<file path="src/design/multi_function_timer_defs.vh">
`ifndef MULTI_FUNCTION_TIMER_DEFS_VH
`define MULTI_FUNCTION_TIMER_DEFS_VH
// Register byte offsets
`define OFS_MODE_CTRL   12'h000
`define OFS_CLK_SEL     12'h004
`define OFS_PRESCALE    12'h008
`define OFS_CNT_ONE     12'h00C
`define OFS_CNT_TWO     12'h010
`define OFS_RELOAD_A    12'h014
`define OFS_RELOAD_B    12'h018
`define OFS_IRQ_EN      12'h01C
`define OFS_PENDING     12'h020
`define OFS_PAD_SEL     12'h024
// Mode control fields
`define MC_MODE_LO      0
`define MC_MODE_HI      2
`define MC_OUT_LEVEL    3
`define MC_PT_EN        4
`define MC_SW_TRIG_SEL  5
`define MC_SW_TRIG      6
`define MC_TIMER_EN     7
`define MC_EDGE_A       8
`define MC_EDGE_B       9
`define MC_PRESET_A     10
`define MC_PRESET_B     11
`define MC_EDGE_TRIG    12
`define MC_WIDTH        13
// Mode select values
`define MODE_PWM        3'h1
`define MODE_CAPTURE    3'h2
`define MODE_DUAL       3'h3
`define MODE_CAP_TIMER  3'h4
// Clock selector codes, counter one in [2:0], counter two in [6:4]
`define CK_NONE         3'h0
`define CK_PRESCALED    3'h1
`define CK_EXT_EVENT    3'h2
`define CK_PULSE_ACC    3'h3
`define CK_SLOW         3'h4
`define CK_ONE_LO       0
`define CK_TWO_LO       4
// Pending and enable bit positions
`define PB_A            0
`define PB_B            1
`define PB_UNDER_ONE    2
`define PB_UNDER_TWO    3
// Reset and preset values
`define RST_16          16'h0000
`define PRESET_FULL     16'hFFFF
`define PRESET_EMPTY    16'h0000
`define RST_PAD_SEL     16'h0000
`define PAD_LAST        8'h19
`endif

</file>
<file path="src/design/multi_function_timer.v">
`timescale 1ns/1ns
`include "multi_function_timer_defs.vh"
module multi_function_timer #(
  parameter PADS      = 26,
  parameter SLOW_CLK  = 1
) (
  input  wire        clk,
  input  wire        rst_n,
  input  wire        psel,
  input  wire        penable,
  input  wire        pwrite,
  input  wire [11:0] paddr,
  input  wire [31:0] pwdata,
  output reg  [31:0] prdata,
  output reg         pready,
  output reg         pslverr,
  input  wire [PADS-1:0] pad_in,
  output reg         pwm_out,
  output reg         pwm_oe,
  output reg         irq_one,
  output reg         irq_two
);

////////////////////////////////////////////////////////////////////////////
function sel_tick;
  input [2:0] sel;
  input       pre;
  input       slow;
  input       ev;
  input       acc;
  begin
    case (sel)
      `CK_PRESCALED: sel_tick = pre;
      `CK_EXT_EVENT: sel_tick = ev;
      `CK_PULSE_ACC: sel_tick = acc;
      `CK_SLOW:      sel_tick = slow;
      default:       sel_tick = 1'b0;
    endcase
  end
endfunction

function edge_hit;
  input now;
  input prev;
  input rising;
  begin
    edge_hit = rising ? (now & ~prev) : (~now & prev);
  end
endfunction

////////////////////////////////////////////////////////////////////////////
reg  [`MC_WIDTH-1:0] mode_control_reg_r;
reg  [6:0]           clock_selector_reg_r;
reg  [7:0]           prescale_r;
reg  [15:0]          counter_one_r;
reg  [15:0]          counter_two_r;
reg  [15:0]          reload_capture_a_r;
reg  [15:0]          reload_capture_b_r;
reg  [3:0]           irq_en_r;
reg  [3:0]           pend_r;
reg  [15:0]          timer_pad_selector_r;
reg  [PADS-1:0]      pad_meta_r;
reg  [PADS-1:0]      pad_sync_r;
reg                  pin_first_prev_r;
reg                  pin_second_prev_r;
reg  [7:0]           pre_cnt_r;
reg                  slow_div_r;
reg                  next_from_b_r;
reg                  train_run_r;
reg  [2:0]           mode_prev_r;
reg                  pt_prev_r;

wire [2:0] mode_select_field = mode_control_reg_r[`MC_MODE_HI:`MC_MODE_LO];
wire       initial_output_level  = mode_control_reg_r[`MC_OUT_LEVEL];
wire       pulse_train_enable    = mode_control_reg_r[`MC_PT_EN];
wire       software_trigger_select = mode_control_reg_r[`MC_SW_TRIG_SEL];
wire       timer_enable_bit      = mode_control_reg_r[`MC_TIMER_EN];
wire       edge_select_a         = mode_control_reg_r[`MC_EDGE_A];
wire       edge_select_b         = mode_control_reg_r[`MC_EDGE_B];
wire       preset_output_enable_a = mode_control_reg_r[`MC_PRESET_A];
wire       preset_enable_b       = mode_control_reg_r[`MC_PRESET_B];
wire       edge_trigger_select   = mode_control_reg_r[`MC_EDGE_TRIG];
wire [2:0] ck_one = clock_selector_reg_r[`CK_ONE_LO+2:`CK_ONE_LO];
wire [2:0] ck_two = clock_selector_reg_r[`CK_TWO_LO+2:`CK_TWO_LO];

////////////////////////////////////////////////////////////////////////////
// APB access decode; one wait state so read data comes from a flop
wire       acc_phase = psel & penable;
wire       wr_do     = acc_phase & pready & pwrite;
wire [11:0] ofs      = {paddr[11:2], 2'b00};
wire       hit = (ofs == `OFS_MODE_CTRL) | (ofs == `OFS_CLK_SEL) |
                 (ofs == `OFS_PRESCALE) | (ofs == `OFS_CNT_ONE) |
                 (ofs == `OFS_CNT_TWO) | (ofs == `OFS_RELOAD_A) |
                 (ofs == `OFS_RELOAD_B) | (ofs == `OFS_IRQ_EN) |
                 (ofs == `OFS_PENDING) | (ofs == `OFS_PAD_SEL);
wire       wr_mc  = wr_do & (ofs == `OFS_MODE_CTRL);
wire       wr_c1  = wr_do & (ofs == `OFS_CNT_ONE);
wire       wr_c2  = wr_do & (ofs == `OFS_CNT_TWO);
wire       wr_ra  = wr_do & (ofs == `OFS_RELOAD_A);
wire       wr_rb  = wr_do & (ofs == `OFS_RELOAD_B);
wire       wr_pnd = wr_do & (ofs == `OFS_PENDING);

reg [31:0] rd_mux;
always @*
begin
  case (ofs)
    `OFS_MODE_CTRL: rd_mux = {{(32-`MC_WIDTH){1'b0}}, mode_control_reg_r};
    `OFS_CLK_SEL:   rd_mux = {25'h000_0000, clock_selector_reg_r};
    `OFS_PRESCALE:  rd_mux = {24'h00_0000, prescale_r};
    `OFS_CNT_ONE:   rd_mux = {16'h0000, counter_one_r};
    `OFS_CNT_TWO:   rd_mux = {16'h0000, counter_two_r};
    `OFS_RELOAD_A:  rd_mux = {16'h0000, reload_capture_a_r};
    `OFS_RELOAD_B:  rd_mux = {16'h0000, reload_capture_b_r};
    `OFS_IRQ_EN:    rd_mux = {28'h000_0000, irq_en_r};
    `OFS_PENDING:   rd_mux = {28'h000_0000, pend_r};
    `OFS_PAD_SEL:   rd_mux = {16'h0000, timer_pad_selector_r};
    default:        rd_mux = 32'h0000_0000;
  endcase
end

always @(posedge clk or negedge rst_n)
begin
  if (!rst_n)
  begin
    pready  <= 1'b0;
    prdata  <= 32'h0000_0000;
    pslverr <= 1'b0;
  end
  else
  begin
    pready  <= acc_phase & ~pready;
    prdata  <= (acc_phase & ~pready & ~pwrite) ? rd_mux : 32'h0000_0000;
    pslverr <= acc_phase & ~pready & ~hit;
  end
end

////////////////////////////////////////////////////////////////////////////
// pad select
// Pads are asynchronous, so both selectors read the second sync stage
always @(posedge clk or negedge rst_n)
begin
  if (!rst_n)
  begin
    pad_meta_r <= {PADS{1'b0}};
    pad_sync_r <= {PADS{1'b0}};
  end
  else
  begin
    pad_meta_r <= pad_in;
    pad_sync_r <= pad_meta_r;
  end
end

wire [7:0] sel_a = timer_pad_selector_r[7:0];
wire [7:0] sel_b = timer_pad_selector_r[15:8];
// Codes past the last pad read as low
wire pin_first  = (sel_a <= `PAD_LAST) ? pad_sync_r[sel_a[4:0]] : 1'b0;
wire pin_second = (sel_b <= `PAD_LAST) ? pad_sync_r[sel_b[4:0]] : 1'b0;

wire edge_a = edge_hit(pin_first, pin_first_prev_r, edge_select_a);
wire edge_b = edge_hit(pin_second, pin_second_prev_r, edge_select_b);

////////////////////////////////////////////////////////////////////////////
// prescaler
// Divides by value plus one
wire pre_tick  = timer_enable_bit & (pre_cnt_r == prescale_r);
// slow clock
// Half rate tick, absent when no fast system clock
wire slow_tick = timer_enable_bit & (SLOW_CLK != 0) & slow_div_r;
wire ev_tick   = timer_enable_bit & edge_b;
wire acc_tick  = pre_tick & pin_second;

wire is_pwm   = (mode_select_field == `MODE_PWM);
wire is_train = is_pwm & pulse_train_enable;
wire is_cap   = (mode_select_field == `MODE_CAPTURE);

// event clocks stop counter one in capture mode
wire c1_evsrc = (ck_one == `CK_EXT_EVENT) | (ck_one == `CK_PULSE_ACC);
wire c1_raw   = sel_tick(ck_one, pre_tick, slow_tick, ev_tick, acc_tick);
wire c1_tick  = c1_raw & ~(is_cap & c1_evsrc) & (~is_train | train_run_r);
wire c2_tick  = sel_tick(ck_two, pre_tick, slow_tick, ev_tick, acc_tick);

wire c1_under = c1_tick & (counter_one_r == 16'h0000);
// train steps counter two once per pulse period
wire c2_step  = is_train ? (c1_under & next_from_b_r) : c2_tick;
wire c2_under = c2_step & (counter_two_r == 16'h0000);

wire restart = (ck_one == `CK_NONE) | (is_pwm & (mode_prev_r != `MODE_PWM))
             | (is_train & ~pt_prev_r);

// train start
// Software trigger counts only once the timer is enabled
wire sw_trig = wr_mc & pwdata[`MC_SW_TRIG] & timer_enable_bit;
wire start   = is_train & ~train_run_r &
               (software_trigger_select ? sw_trig
                                        : (~edge_trigger_select & ev_tick));

wire cap_a = is_cap & timer_enable_bit & edge_a;
wire cap_b = is_cap & timer_enable_bit & edge_b;

////////////////////////////////////////////////////////////////////////////
always @(posedge clk or negedge rst_n)
begin
  if (!rst_n)
  begin
    mode_control_reg_r   <= {`MC_WIDTH{1'b0}};
    clock_selector_reg_r <= 7'h00;
    prescale_r           <= 8'h00;
    irq_en_r             <= 4'h0;
    timer_pad_selector_r <= `RST_PAD_SEL;
    pin_first_prev_r     <= 1'b0;
    pin_second_prev_r    <= 1'b0;
    pre_cnt_r            <= 8'h00;
    slow_div_r           <= 1'b0;
    mode_prev_r          <= 3'h0;
    pt_prev_r            <= 1'b0;
  end
  else
  begin
    pin_first_prev_r  <= pin_first;
    pin_second_prev_r <= pin_second;
    pre_cnt_r  <= (!timer_enable_bit | pre_tick) ? 8'h00 : pre_cnt_r + 8'h01;
    slow_div_r <= timer_enable_bit & ~slow_div_r;
    mode_prev_r <= mode_select_field;
    pt_prev_r   <= is_train;
    if (wr_mc)
      // Trigger bit self-clears; it only raises a start pulse
      mode_control_reg_r <= pwdata[`MC_WIDTH-1:0] &
                            ~({{(`MC_WIDTH-1){1'b0}}, 1'b1} << `MC_SW_TRIG);
    if (wr_do & (ofs == `OFS_CLK_SEL))
      clock_selector_reg_r <= pwdata[6:0];
    if (wr_do & (ofs == `OFS_PRESCALE))
      prescale_r <= pwdata[7:0];
    if (wr_do & (ofs == `OFS_IRQ_EN))
      irq_en_r <= pwdata[3:0];
    if (wr_do & (ofs == `OFS_PAD_SEL))
      timer_pad_selector_r <= pwdata[15:0];
  end
end

////////////////////////////////////////////////////////////////////////////
// counters and reload/capture registers
always @(posedge clk or negedge rst_n)
begin
  if (!rst_n)
  begin
    counter_one_r      <= `RST_16;
    counter_two_r      <= `RST_16;
    reload_capture_a_r <= `RST_16;
    reload_capture_b_r <= `RST_16;
    next_from_b_r      <= 1'b0;
    train_run_r        <= 1'b0;
    pwm_out            <= 1'b0;
    pwm_oe             <= 1'b0;
  end
  else
  begin
    pwm_oe <= is_pwm & preset_output_enable_a;
    // output level
    // Level is loaded while stopped so the first toggle starts from it
    if (~timer_enable_bit | (ck_one == `CK_NONE) | ~is_pwm |
        (is_train & ~train_run_r))
      pwm_out <= initial_output_level;
    else if (c1_under)
      pwm_out <= ~pwm_out;

    if (restart)
      next_from_b_r <= 1'b0;
    else if (is_pwm & c1_under)
      next_from_b_r <= ~next_from_b_r;

    if (~is_train)
      train_run_r <= 1'b0;
    else if (start)
      train_run_r <= 1'b1;
    else if (c2_under)
      train_run_r <= 1'b0;

    // Counter one: software write wins over hardware
    if (wr_c1)
      counter_one_r <= pwdata[15:0];
    else if (is_pwm & c1_under)
      counter_one_r <= next_from_b_r ? reload_capture_b_r
                                     : reload_capture_a_r;
    else if ((cap_a & preset_output_enable_a) | (cap_b & preset_enable_b))
      counter_one_r <= `PRESET_FULL;
    else if (c1_tick)
      counter_one_r <= counter_one_r - 16'h0001;

    if (wr_c2)
      counter_two_r <= pwdata[15:0];
    else if (c2_under & is_train)
      counter_two_r <= `PRESET_EMPTY;
    else if (c2_step)
      counter_two_r <= counter_two_r - 16'h0001;

    if (cap_a)
      reload_capture_a_r <= counter_one_r;
    else if (wr_ra)
      reload_capture_a_r <= pwdata[15:0];
    if (cap_b)
      reload_capture_b_r <= counter_one_r;
    else if (wr_rb)
      reload_capture_b_r <= pwdata[15:0];
  end
end

////////////////////////////////////////////////////////////////////////////
// pending flags
wire [3:0] set_pnd;
assign set_pnd[`PB_A] = (is_pwm & c1_under & ~next_from_b_r) | cap_a;
assign set_pnd[`PB_B] = (is_pwm & c1_under & next_from_b_r) | cap_b;
assign set_pnd[`PB_UNDER_ONE] = is_cap & c1_under;
assign set_pnd[`PB_UNDER_TWO] = c2_under;

// Write one clears; a set in the same cycle wins
wire [3:0] clr_pnd = wr_pnd ? pwdata[3:0] : 4'h0;
wire [3:0] pnd_nxt = set_pnd | (pend_r & ~clr_pnd);

always @(posedge clk or negedge rst_n)
begin
  if (!rst_n)
  begin
    pend_r  <= 4'h0;
    irq_one <= 1'b0;
    irq_two <= 1'b0;
  end
  else
  begin
    pend_r  <= pnd_nxt;
    // Enables gate flags onto the two timer interrupts
    irq_one <= |(pnd_nxt[2:0] & irq_en_r[2:0]);
    irq_two <= pnd_nxt[`PB_UNDER_TWO] & irq_en_r[`PB_UNDER_TWO];
  end
end

endmodule

</file>
<file path="config.mk">
export PLATFORM = sky130hd
export DESIGN_NAME = multi_function_timer
export DESIGN_NICKNAME = d
export VERILOG_FILES = /design/src/design/multi_function_timer.v
export VERILOG_INCLUDE_DIRS = /design/src /design/src/design
export SDC_FILE = /design/constraint.sdc
export NUM_CORES = 1
export LEC_CHECK = 0
export BUFFER_PORTS_ARGS = -buffer_cell sky130_fd_sc_hd__buf_2
export CORE_ASPECT_RATIO = 0.8
export CORE_MARGIN = 4
export CORE_UTILIZATION = 25
export CTS_CLUSTER_SIZE = 20
export DETAILED_ROUTE_END_ITERATION = 8
export PLACE_DENSITY_LB_ADDON = 0.08
export SETUP_SLACK_MARGIN = 0.02
export SYNTH_ARGS = -nofsm -noshare
export SYNTH_HDL_FRONTEND = slang
export SYNTH_SLANG_ARGS = --single-unit
</file>
<file path="constraint.sdc">
create_clock -name clk -period 3.9 [get_ports clk]
set_input_delay 0.39 -clock clk [delete_from_list [all_inputs] [get_ports clk]]
set_output_delay 0.39 -clock clk [all_outputs]
set_load 0.01 [all_outputs]
</file>
==> out/results.txt, run 1 <==
Internal cell power - 3.85 mW
Crit path top cell by count - sky130_fd_sc_hd__or3_1
Run status - complete, no violations
Final period util - 0.921
Dominant combinational cell family by area after synthesis - compound AO/OA/AOI/OAI gates
Highest Clock Rate - 278 MHz
Synth Area in Adders - 0.00366
Sink Count - 206
Worst-case reg-to-reg path depth - 10
Total leakage power - 5.29 nW
Critical Path Sink Type - register
Vias in the first global route - 8,357
Number of clock buffers inserted by TritonCTS - 26
Endpoints failing setup - 0
Slowest library cell on the worst path - sky130_fd_sc_hd__a2111o_1
Antenna cells - 0
Number of endpoints with negative hold slack in the final report - 0
Port Buf Inserts - 78
Number of nets in the layout - 1,169
Clock tree from TritonCTS - done
Normalized max-slew margin - 0.493
First-pass iteration count of the detailed router - 7
All-Layer GR Usage - 0.178
Maximum clock insertion buffer count - 3
Total core area - 40,500 sq um
Mux contribution to synthesized area - 0.137
Initial DRC Count - 637
Average via count per standard cell - 5.01
Fraction of power spent switching nets - 0.226
Transition time at the pin with the least slew margin - 0.759 ns
Post-synthesis share of cell area spent on and, or, nand and nor gates - 0.134
Largest net degree at the start of global routing - 86
Delay-heaviest family, CP - simple AND/OR/NAND/NOR gates
Most frequent cells in the layout - sky130_fd_sc_hd__dfrtp_1 (206), sky130_fd_sc_hd__nand2_1 (92), sky130_fd_sc_hd__buf_2 (77)
Drt drc - 0
Effective utilization at floorplan - 0.253
# rows - 66
Worst-path fanout max - 12
Post-synthesis cell count - 974
Number of synthesized register bits - 206
Worst setup skew after layout - 0.0117 ns
Residual overflow from global routing - 0
Fin Setup TNS - 0 ns
Async S/R FF share, synth - 1.00
Clock tree root driver cell - sky130_fd_sc_hd__clkbuf_16
Capturing element of the worst setup path - counter_two_r[1]
Cell Chain, Critical Path - xor2_1 > nor4_2 > nand2_1 > o32a_1 > or3_1 > a2111o_1 > and2_1 > buf_4 > or3_1 > a31oi_1
Total via count after detailed routing - 8,276
Seq/Total Area, Yosys - 0.503
Stages on the worst setup path - 10
R2r startpoint - pre_cnt_r[0]
Layout overhead on the synthesized area - 23.0%
Register share of total power - 0.439
Most used flip-flop cell after synthesis - sky130_fd_sc_hd__dfrtp_1
Number of flops mapped to enable cells by yosys - 0
Yosys cell types - 71
CP peak stage delay - 0.50 ns
Type of the tightest min-delay check - input port to register
Kind of critical path - register to register
Xor and xnor fraction of the mapped netlist area - 0.0137
Synthesized cell area - 10,200 sq um
Buffering stage count on the worst path with inverters included - 1
Switching power - 1.12 mW
Syn avg cell area - 10.5 sq um
Element type at the critical path start - register
Logic gate share of total power - 0.038
GPL Wtd Cong - 0.812
Clock slew at the register clock pins of the worst setup and hold paths - 0.06 ns
Layout cells sized above 1 - 0.225
Vert. Die Dim - 189 um
Antenna-violating nets left - 0
Worst setup slack for register-to-register paths - 0.31 ns
Antenna violations before repair - 0
IR Drop Worst-Case VDD - 0.272 mV
Top-Level Pins - 113
H-tree Lvls - 1
Count of pins over their slew limit - 0
Number of fillers in the final layout - 4,154
Source of the critical timing path - pre_cnt_r[0]
RSZ-0062 raised after global routing - no
Critical R2R Capture - counter_two_r[1]
Die Footprint - 44,300 sq um
HPWL after detailed placement - 27,800 um
Routed wire length per instance - 23.8 um
Commonest non-fill, non-tap cell in the layout - sky130_fd_sc_hd__dfrtp_1
Post-route minimum period - 3.59 ns
Clock insertion delay at the later pin of the skew report - 0.55 ns
Global-route wire length before repair - 58,600 um
Fraction of power consumed by the clock network - 0.523
Horizontal die dimension - 234 um
Hold-fix buffer count after cts - 27
Count of maximum capacitance violations - 0
Total Wirelength - 39,300 um
Number of warnings printed during yosys synthesis - 0
Post-synthesis compound-gate area fraction - 0.163
Areal power density over the cells - 395 nW/um^2
Cell area after layout - 12,600 sq um
Post-cts sizing count - 0
Crit path required time - 4.37 ns
Postcts setup bufs - 0
Cell area after placement - 11,400 sq um
Arrival time at the worst endpoint - 4.06 ns
[worst register-to-register path: cells and delay by family (launching register included)]
family          cells  cell delay (ns)
buf+inv             1             0.22
flops               1             0.45
compound gates      3             1.09
simple gates        5             1.58
xor+xnor            1             0.18
[power groups by stage]
stage / registers (mW) / clock network [mW] / logic, mW
global route: 2.19 / 2.75 / 0.212
floorplan: 2.22 / 0 / 0.0546
detailed placement: 2.22 / 0 / 0.174
finish: 2.19 / 2.60 / 0.190
CTS: 2.18 / 2.68 / 0.195
global placement: 2.22 / 0 / 0.174
[layout make-up]
| class | instances | area, sq um | area share |
|---|---|---|---|
| tap | 544 | 681 | 0.0540 |
| clock inverter | 8 | 115 | 0.00913 |
| inverter | 21 | 78.8 | 0.00625 |
| sequential | 206 | 5150 | 0.409 |
| multi-input combinational | 683 | 4720 | 0.375 |
| clock buffer | 38 | 807 | 0.0640 |
| timing repair buffer | 153 | 1040 | 0.0828 |
[kinds of logic after synthesis]
family	Yosys count
AOI/OAI and AO/OA	243
xor gates and xnor gates	16
adders and majority gates	3
buffers and inverters	100
DFF	206
muxes	123
other	1
and+or+nand+nor	282
[through the flow]
| step | utilization | worst slack [ns] | hold slack [ns] | std cells | power (mW) |
|---|---|---|---|---|---|
| floorplan | - | 0.654 | 0.0944 | 989 | 2.27 |
| global placement | 0.281 | 0.298 | 0.335 | 1580 | 2.40 |
| detailed placement | 0.281 | 0.286 | 0.335 | 1580 | 2.40 |
| CTS | 0.311 | 0.272 | 0.159 | 1653 | 5.05 |
| global route | 0.311 | 0.0766 | 0.200 | 1653 | 5.15 |
| finish | 0.311 | 0.307 | 0.192 | 1653 | 4.98 |
[Yosys cell counts (all sizes together), types with 3 or more instances]
cell,number,area share
a31oi,31,0.019
or4,5,0.0037
nand2,92,0.034
nor3,20,0.0098
nor4,9,0.0067
xor2,14,0.012
and2,13,0.0079
a21o,8,0.0059
mux2,59,0.065
a21oi,29,0.014
nor3b,3,0.0022
o31ai,3,0.0022
a211oi,9,0.0066
o211ai,6,0.0044
mux2i,56,0.055
o221ai,3,0.0026
o21ai,61,0.030
and3,11,0.0067
a32oi,3,0.0026
nand2b,8,0.0049
mux4,8,0.018
inv,21,0.0077
a221oi,11,0.011
nor2b,9,0.0055
nor2,62,0.023
dfrtp,206,0.50
buf,26,0.018
or3,10,0.0061
nand3b,5,0.0037
clkbuf,53,0.020
a22o,13,0.011
a222oi,5,0.0049
nand3,19,0.0093
ha,3,0.0037
nand4,9,0.0055
a21boi,8,0.0059
a22oi,31,0.024
[routing by layer]
metal	up-vias	track usage	share of wire
met2	203	0.249	0.41
li1	3796	-	-
met5	-	0	0
met1	4234	0.285	0.52
met3	43	0.0313	0.051
met4	0	0.0347	0.020
[how the worst min path moves through the flow]
stage                        startpoint                       to  slack [ns]  cells after the start
after floorplan                   rst_n  clock_selector_reg_r[0]        0.09                      0
after global placement    pad_meta_r[4]            pad_sync_r[4]        0.33                      0
after detailed placement  pad_meta_r[4]            pad_sync_r[4]        0.33                      0
after CTS                      paddr[8]                  pslverr        0.16                      3
after global routing           paddr[7]                  pslverr        0.20                      3
final                          paddr[8]                  pslverr        0.19                      3
[sequential cells by signal (all words and copies together) (netlist names), 7 cells and up]
signal / flops
pad_sync_r: 26
timer_pad_selector_r: 16
clock_selector_reg_r: 7
counter_two_r: 16
reload_capture_b_r: 16
prescale_r: 8
reload_capture_a_r: 16
pre_cnt_r: 8
counter_one_r: 16
mode_control_reg_r: 12
pad_meta_r: 26
prdata: 16
Note: power is estimated with default switching activity, not from simulation.
==> run 2, diff against run 1 <==
--- a/config.mk
+++ b/config.mk
@@ -12,7 +12,7 @@
 export CORE_UTILIZATION = 25
 export CTS_CLUSTER_SIZE = 20
 export DETAILED_ROUTE_END_ITERATION = 8
-export PLACE_DENSITY_LB_ADDON = 0.08
+export PLACE_DENSITY = 0.5
 export SETUP_SLACK_MARGIN = 0.02
 export SYNTH_ARGS = -nofsm -noshare
 export SYNTH_HDL_FRONTEND = slang
==> out/results.txt, run 2 (synthesized netlist as in run 1, its figures left out) <==
Run status - complete, but fails checks (was complete, no violations)
Failing checks - negative hold slack
Antenna-violating nets left - 0 (unchanged)
Highest Clock Rate - 278 MHz (about the same)
Areal power density over the cells - 381 nW/um^2 (was 395 nW/um^2)
Cell Chain, Critical Path - mux4_2 > a221oi_4 > a22oi_4 > or3_1 > a2111o_1 > and2_1 > buf_4 > or3_1 > a31oi_1 (was xor2_1 > nor4_2 > nand2_1 > o32a_1 > or3_1 > a2111o_1 > and2_1 > buf_4 > or3_1 > a31oi_1)
Kind of critical path - register to register (unchanged)
Antenna cells - 0 (unchanged)
Top-Level Pins - 113 (unchanged)
Transition time at the pin with the least slew margin - 1.09 ns (was 0.759 ns)
Residual overflow from global routing - 0 (unchanged)
Initial DRC Count - 798 (was 637)
Average via count per standard cell - 5.02 (was 5.01)
Number of endpoints with negative hold slack in the final report - 7 (was 0)
Buffering stage count on the worst path with inverters included - 1 (unchanged)
Delay-heaviest family, CP - compound AO/OA/AOI/OAI gates (was simple AND/OR/NAND/NOR gates)
Slowest library cell on the worst path - sky130_fd_sc_hd__dfrtp_1 (was sky130_fd_sc_hd__a2111o_1)
Layout overhead on the synthesized area - 21.9% (was 23.0%)
First-pass iteration count of the detailed router - 5 (was 7)
Clock tree root driver cell - sky130_fd_sc_hd__clkbuf_16 (unchanged)
Number of clock buffers inserted by TritonCTS - 25 (was 26)
Clock insertion delay at the later pin of the skew report - 0.53 ns (was 0.55 ns)
GPL Wtd Cong - 0.883 (was 0.812)
# rows - 66 (unchanged)
Type of the tightest min-delay check - input port to async pin (was input port to register)
Arrival time at the worst endpoint - 4.03 ns (was 4.06 ns)
Endpoints failing setup - 0 (unchanged)
Die Footprint - 44,300 sq um (unchanged)
Antenna violations before repair - 1 (was 0)
Sink Count - 206 (unchanged)
Worst setup skew after layout - 0.0123 ns (was 0.0117 ns)
Most frequent cells in the layout - sky130_fd_sc_hd__dfrtp_1 (206), sky130_fd_sc_hd__nand2_1 (92), sky130_fd_sc_hd__buf_2 (77) (unchanged)
Layout cells sized above 1 - 0.221 (was 0.225)
Vert. Die Dim - 189 um (unchanged)
Maximum clock insertion buffer count - 3 (unchanged)
Source of the critical timing path - timer_pad_selector_r[8] (was pre_cnt_r[0])
Drt drc - 0 (unchanged)
Final period util - 0.922 (was 0.921)
Commonest non-fill, non-tap cell in the layout - sky130_fd_sc_hd__dfrtp_1 (unchanged)
RSZ-0062 raised after global routing - no (unchanged)
Count of pins over their slew limit - 0 (unchanged)
Fin Setup TNS - 0 ns (unchanged)
Element type at the critical path start - register (unchanged)
IR Drop Worst-Case VDD - 0.258 mV (was 0.272 mV)
H-tree Lvls - 1 (unchanged)
Biggest registers after layout - pad_meta_r: 26 flops, pad_sync_r: 26 flops (unchanged)
Horizontal die dimension - 234 um (unchanged)
Total Wirelength - 34,000 um (was 39,300 um)
Worst Hold Margin - -0.0162 ns (was 0.192 ns)
All-Layer GR Usage - 0.151 (was 0.178)
Effective utilization at floorplan - 0.253 (unchanged)
Clock slew at the register clock pins of the worst setup and hold paths - 0.06 ns (about the same)
Port Buf Inserts - 78 (unchanged)
CP peak stage delay - 0.60 ns (was 0.50 ns)
Clock tree from TritonCTS - done (unchanged)
Largest net degree at the start of global routing - 103 (was 86)
Normalized max-slew margin - 0.270 (was 0.493)
Vias in the first global route - 8,084 (was 8,357)
Global-route wire length before repair - 51,500 um (was 58,600 um)
R2r startpoint - timer_pad_selector_r[8] (was pre_cnt_r[0])
HPWL after detailed placement - 24,100 um (was 27,800 um)
Count of maximum capacitance violations - 0 (unchanged)
Critical Path Sink Type - register (unchanged)
Total core area - 40,500 sq um (unchanged)
Post-route minimum period - 3.59 ns (about the same)
Number of nets in the layout - 1,164 (was 1,169)
Crit path top cell by count - sky130_fd_sc_hd__or3_1 (unchanged)
Worst-path fanout max - 10 (was 12)
Crit path required time - 4.34 ns (was 4.37 ns)
Total via count after detailed routing - 8,281 (was 8,276)
Total leakage power - 5.23 nW (was 5.29 nW)
Routed wire length per instance - 20.6 um (was 23.8 um)
==> run 2: cell types whose count changed in the layout (fill, tap and decap cells not counted), sizes merged <==
cell         previous run  this run
buf                   126       122
bufinv                  3         2
clkbuf                 38        37
clkinv                  5         4
clkinvlp                0         2
dlygate4sd3            27        26
inv                    21        22
==> run 2: final cells by class <==
class,instances,area [sq um]
fill,4125,28100
timing repair buffer,149,1010
multi-input combinational,683,4710
sequential,206,5150
clock inverter,9,106
clock buffer,36,747
tap,544,681
inverter,21,78.8
==> run 2: path summary, 6_finish.rpt <==
check / endpoint / slack (ns) / depth (start not counted)
worst max-delay path: counter_two_r[1] / 0.31 / 9
worst min-delay path: pad_meta_r[17] / -0.02 / 1
worst max register to register: counter_two_r[1] / 0.31 / 9
worst min register to register: pad_sync_r[6] / 0.35 / 0
max in group asynchronous: pad_meta_r[9] / 2.96 / 2
min in group clk: pslverr / 0.22 / 3
==> run 2: repair_timing <==
item | 4_1_cts | 5_1_grt
gates resized for setup | 0 | 0
endpoints found under the hold margin | 26 | 0
setup endpoints to repair | 0 | 0
buffers inserted | 0 | 0
hold buffers | 26 | 0
==> run 2: metal layers <==
| metal | part of all wire | routed length [um] | GRT usage |
|---|---|---|---|
| met1 | 0.46 | 15800 | 0.223 |
| met2 | 0.45 | 15400 | 0.229 |
| met3 | 0.065 | 2200 | 0.0319 |
| met4 | 0.018 | 616 | 0.0325 |
| met5 | 0.00038 | 13 | 0 |
==> run 2: where the power goes <==
| part | switching [mW] | internal, mW | leakage, nW |
|---|---|---|---|
| Combinational | 0.119 | 0.0635 | 2.32 |
| Sequential | 0.0158 | 2.17 | 2.49 |
| Clock | 0.936 | 1.46 | 0.419 |
==> run 2: through the flow <==
stage	setup WS (ns)	total power [mW]	util	area, sq um	cells
after floorplan	0.654	2.27	-	10300	989
after global placement	0.315	2.39	0.281	11400	1577
after detailed placement	0.301	2.39	0.281	11400	1577
after CTS	0.299	4.82	0.308	12500	1648
after global routing	0.172	4.93	0.308	12500	1648
final	0.305	4.76	0.308	12500	1648
==> run 3, diff against run 2 <==
--- a/config.mk
+++ b/config.mk
@@ -6,6 +6,7 @@
 export SDC_FILE = /design/constraint.sdc
 export NUM_CORES = 1
 export LEC_CHECK = 0
+export ABC_AREA = 1
 export BUFFER_PORTS_ARGS = -buffer_cell sky130_fd_sc_hd__buf_2
 export CORE_ASPECT_RATIO = 0.8
 export CORE_MARGIN = 4
==> out/results.txt, run 3 <==
Endpoints failing setup - 0 (unchanged)
Maximum clock insertion buffer count - 3 (unchanged)
Effective utilization at floorplan - 0.255 (was 0.253)
Horizontal die dimension - 239 um (was 234 um)
Cell Chain, Critical Path - inv_2 > nand2_1 > nand3_1 > nand3_1 > nand2_1 > nand2_1 > nand3_1 > nand3_1 > inv_2 > nand2_1 > nand2_1 > nand2_2 > o21ai_4 > nor3_4 > inv_2 > nor2_1 > a21oi_2 (was mux4_2 > a221oi_4 > a22oi_4 > or3_1 > a2111o_1 > and2_1 > buf_4 > or3_1 > a31oi_1)
Clock tree from TritonCTS - done (unchanged)
Worst setup skew after layout - 0.0108 ns (was 0.0123 ns)
Biggest registers after layout - pad_meta_r: 26 flops, pad_sync_r: 26 flops (unchanged)
CP peak stage delay - 0.66 ns (was 0.60 ns)
Post-route minimum period - 3.31 ns (was 3.59 ns)
Async S/R FF share, synth - 1.00 (unchanged)
Number of warnings printed during yosys synthesis - 0 (unchanged)
Commonest non-fill, non-tap cell in the layout - sky130_fd_sc_hd__nand2_1 (was sky130_fd_sc_hd__dfrtp_1)
Element type at the critical path start - register (unchanged)
Final period util - 0.848 (was 0.922)
Total core area - 42,100 sq um (was 40,500 sq um)
First-pass iteration count of the detailed router - 5 (unchanged)
Synth area leaders - sky130_fd_sc_hd__dfrtp_1 (48%), sky130_fd_sc_hd__nand2_1 (11%), sky130_fd_sc_hd__inv_1 (5.6%) (was sky130_fd_sc_hd__dfrtp_1 (50%), sky130_fd_sc_hd__mux2_2 (6.3%), sky130_fd_sc_hd__mux2i_1 (5.5%))
Ranking of synthesized cells by instance count - sky130_fd_sc_hd__nand2_1 (323), sky130_fd_sc_hd__dfrtp_1 (206), sky130_fd_sc_hd__inv_1 (160) (was sky130_fd_sc_hd__dfrtp_1 (206), sky130_fd_sc_hd__nand2_1 (92), sky130_fd_sc_hd__nor2_1 (62))
Number of endpoints with negative hold slack in the final report - 0 (was 7)
Initial DRC Count - 952 (was 798)
Share of the synthesized area in the top cell type - 0.481 (was 0.503)
H-tree Lvls - 1 (unchanged)
Top-Level Pins - 113 (unchanged)
Sink Count - 206 (unchanged)
Synthesized cell area - 10,700 sq um (was 10,200 sq um)
Routed wire length per instance - 18.6 um (was 20.6 um)
Die Footprint - 46,200 sq um (was 44,300 sq um)
Layout overhead on the synthesized area - 20.7% (was 21.9%)
Antenna-violating nets left - 0 (unchanged)
Average via count per standard cell - 4.78 (was 5.02)
Drt drc - 0 (unchanged)
Number of flops mapped to enable cells by yosys - 0 (unchanged)
Port Buf Inserts - 78 (unchanged)
# rows - 67 (was 66)
Post-synthesis cell count - 1,333 (was 974)
Global-route wire length before repair - 57,700 um (was 51,500 um)
Areal power density over the cells - 380 nW/um^2 (was 381 nW/um^2)
Syn avg cell area - 8.04 sq um (was 10.5 sq um)
Count of pins over their slew limit - 0 (unchanged)
Vert. Die Dim - 193 um (was 189 um)
HPWL after detailed placement - 27,400 um (was 24,100 um)
Multi-input gate area - 4560 sq um (was 4710 sq um)
Clock slew at the register clock pins of the worst setup and hold paths - 0.06 ns (about the same)
Most used flip-flop cell after synthesis - sky130_fd_sc_hd__dfrtp_1 (unchanged)
Kind of critical path - register to register (unchanged)
Antenna violations before repair - 0 (was 1)
Worst slack, placed - 0.633 ns (was 0.301 ns)
Residual overflow from global routing - 0 (unchanged)
Normalized max-slew margin - 0.302 (was 0.270)
Number of synthesized register bits - 206 (unchanged)
Antenna cells - 0 (unchanged)
Yosys cell types - 51 (was 71)
Seq/Total Area, Yosys - 0.481 (was 0.503)
Most frequent cells in the layout - sky130_fd_sc_hd__nand2_1 (323), sky130_fd_sc_hd__dfrtp_1 (206), sky130_fd_sc_hd__inv_1 (160) (was sky130_fd_sc_hd__dfrtp_1 (206), sky130_fd_sc_hd__nand2_1 (92), sky130_fd_sc_hd__buf_2 (77))
Crit path top cell by count - sky130_fd_sc_hd__nand2_1 (was sky130_fd_sc_hd__or3_1)
Clock insertion delay at the later pin of the skew report - 0.54 ns (was 0.53 ns)
Highest Clock Rate - 302 MHz (was 278 MHz)
Vias in the first global route - 9,243 (was 8,084)
Crit path required time - 4.33 ns (was 4.34 ns)
Largest net degree at the start of global routing - 79 (was 103)
Total leakage power - 6.00 nW (was 5.23 nW)
Fin Setup TNS - 0 ns (unchanged)
Number of fillers in the final layout - 4,516 (was 4,125)
Total Wirelength - 37,500 um (was 34,000 um)
Count of maximum capacitance violations - 0 (unchanged)
Layout cells sized above 1 - 0.145 (was 0.221)
Number of nets in the layout - 1,528 (was 1,164)
IR Drop Worst-Case VDD - 0.310 mV (was 0.258 mV)
Type of the tightest min-delay check - input port to register (was input port to async pin)
Register area - 5150 sq um (unchanged)
RSZ-0062 raised after global routing - no (unchanged)
Clock tree root driver cell - sky130_fd_sc_hd__clkbuf_16 (unchanged)
Transition time at the pin with the least slew margin - 1.05 ns (was 1.09 ns)
Worst-path fanout max - 17 (was 10)
Critical Path Sink Type - register (unchanged)
Slowest library cell on the worst path - sky130_fd_sc_hd__dfrtp_1 (unchanged)
All-Layer GR Usage - 0.162 (was 0.151)
GPL Wtd Cong - 0.940 (was 0.883)
Total via count after detailed routing - 9,643 (was 8,281)
Number of clock buffers inserted by TritonCTS - 25 (unchanged)
Overall power of the completed layout - 4.91 mW (was 4.76 mW)
Worst setup slack after layout - 0.591 ns (was 0.305 ns)
Run status - complete, no violations (was complete, but fails checks)
Arrival time at the worst endpoint - 3.74 ns (was 4.03 ns)
Cell type contributing the most total cell area after synthesis - sky130_fd_sc_hd__dfrtp_1 (unchanged)
Leading cell type by number of instances after synthesis - sky130_fd_sc_hd__nand2_1 (was sky130_fd_sc_hd__dfrtp_1)
run 3: changes by cell type in the layout (fill, tap and decap cells not counted), sizes merged, moves of 40 or more:
cell	change
nand2	+237
nor2	+49
inv	+150
nand3	+78
a21oi	+40
mux2i	-56
mux2	-57
run 3: area by class of cell:
cell class	count	area share
clock inverter	10	0.0128
timing repair buffer	137	0.0714
tap	552	0.0534
clock buffer	34	0.0564
sequential	206	0.399
inverter	186	0.0540
multi-input combinational	894	0.353
run 3: path summary, 6_finish.rpt:
check                                        start                end  depth (start not counted)  slack, ns
setup / recovery           timer_pad_selector_r[0]   counter_one_r[7]                         17       0.59
hold / removal                             penable            pslverr                          3       0.12
setup reg to reg           timer_pad_selector_r[0]   counter_one_r[7]                         17       0.59
hold reg to reg                     pad_meta_r[13]     pad_sync_r[13]                          0       0.35
max in group asynchronous                    rst_n          prdata[7]                          3       2.53
min in group asynchronous                    rst_n  counter_two_r[12]                          2       0.40
run 3: per-stage QoR:
step                      cell area, sq um  hold slack, ns  cells  utilization
after CTS                            12900           0.110   2019        0.307
final                                12900           0.125   2019        0.307
after global routing                 12900           0.161   2019        0.307
after detailed placement             11800           0.335   1948        0.279
after floorplan                      10800          0.0944   1348            -
after global placement               11800           0.337   1948        0.279
run 3: layer usage:
layer / GRT usage / share of wire / wire length, um / vias up
li1: - / - / - / 4587
met4: 0.0319 / 0.019 / 722 / 0
met3: 0.0411 / 0.092 / 3460 / 51
met1: 0.248 / 0.48 / 18000 / 4627
met5: 0 / 0 / 0 / -
met2: 0.231 / 0.41 / 15300 / 378
run 3: logic make-up (layout without fill, tap and decap cells):
logic type,Yosys count,after routing,share of synthesized area
buffers and inverters,248,367,0.0980
other,1,16,0.000350
and+or+nand+nor,599,599,0.249
DFF,206,206,0.481
muxes,2,2,0.00210
adders and majority gates,3,3,0.00350
AOI/OAI and AO/OA,250,250,0.146
xor gates and xnor gates,24,24,0.0196
run 3: worst max-delay path, delay by kind of cell, from the launching register on:
family	cells	cell delay [ns]
buffers and inverters	3	0.71
AND/OR/NAND/NOR	12	1.70
flip-flops	1	0.66
AO/OA/AOI/OAI	2	0.11
run 3: power breakdown:
part,internal [mW],total [mW],switching (mW)
clock network,1.57,2.54,0.970
registers,2.17,2.19,0.0164
logic,0.0607,0.189,0.128
run 3: what timing repair did:
action | CTS | global route
hold endpoints to repair | 97 | 0
setup endpoints to repair | 0 | 0
gates resized for setup | 0 | 0
buffers inserted | 0 | 0
hold buffers | 27 | 0
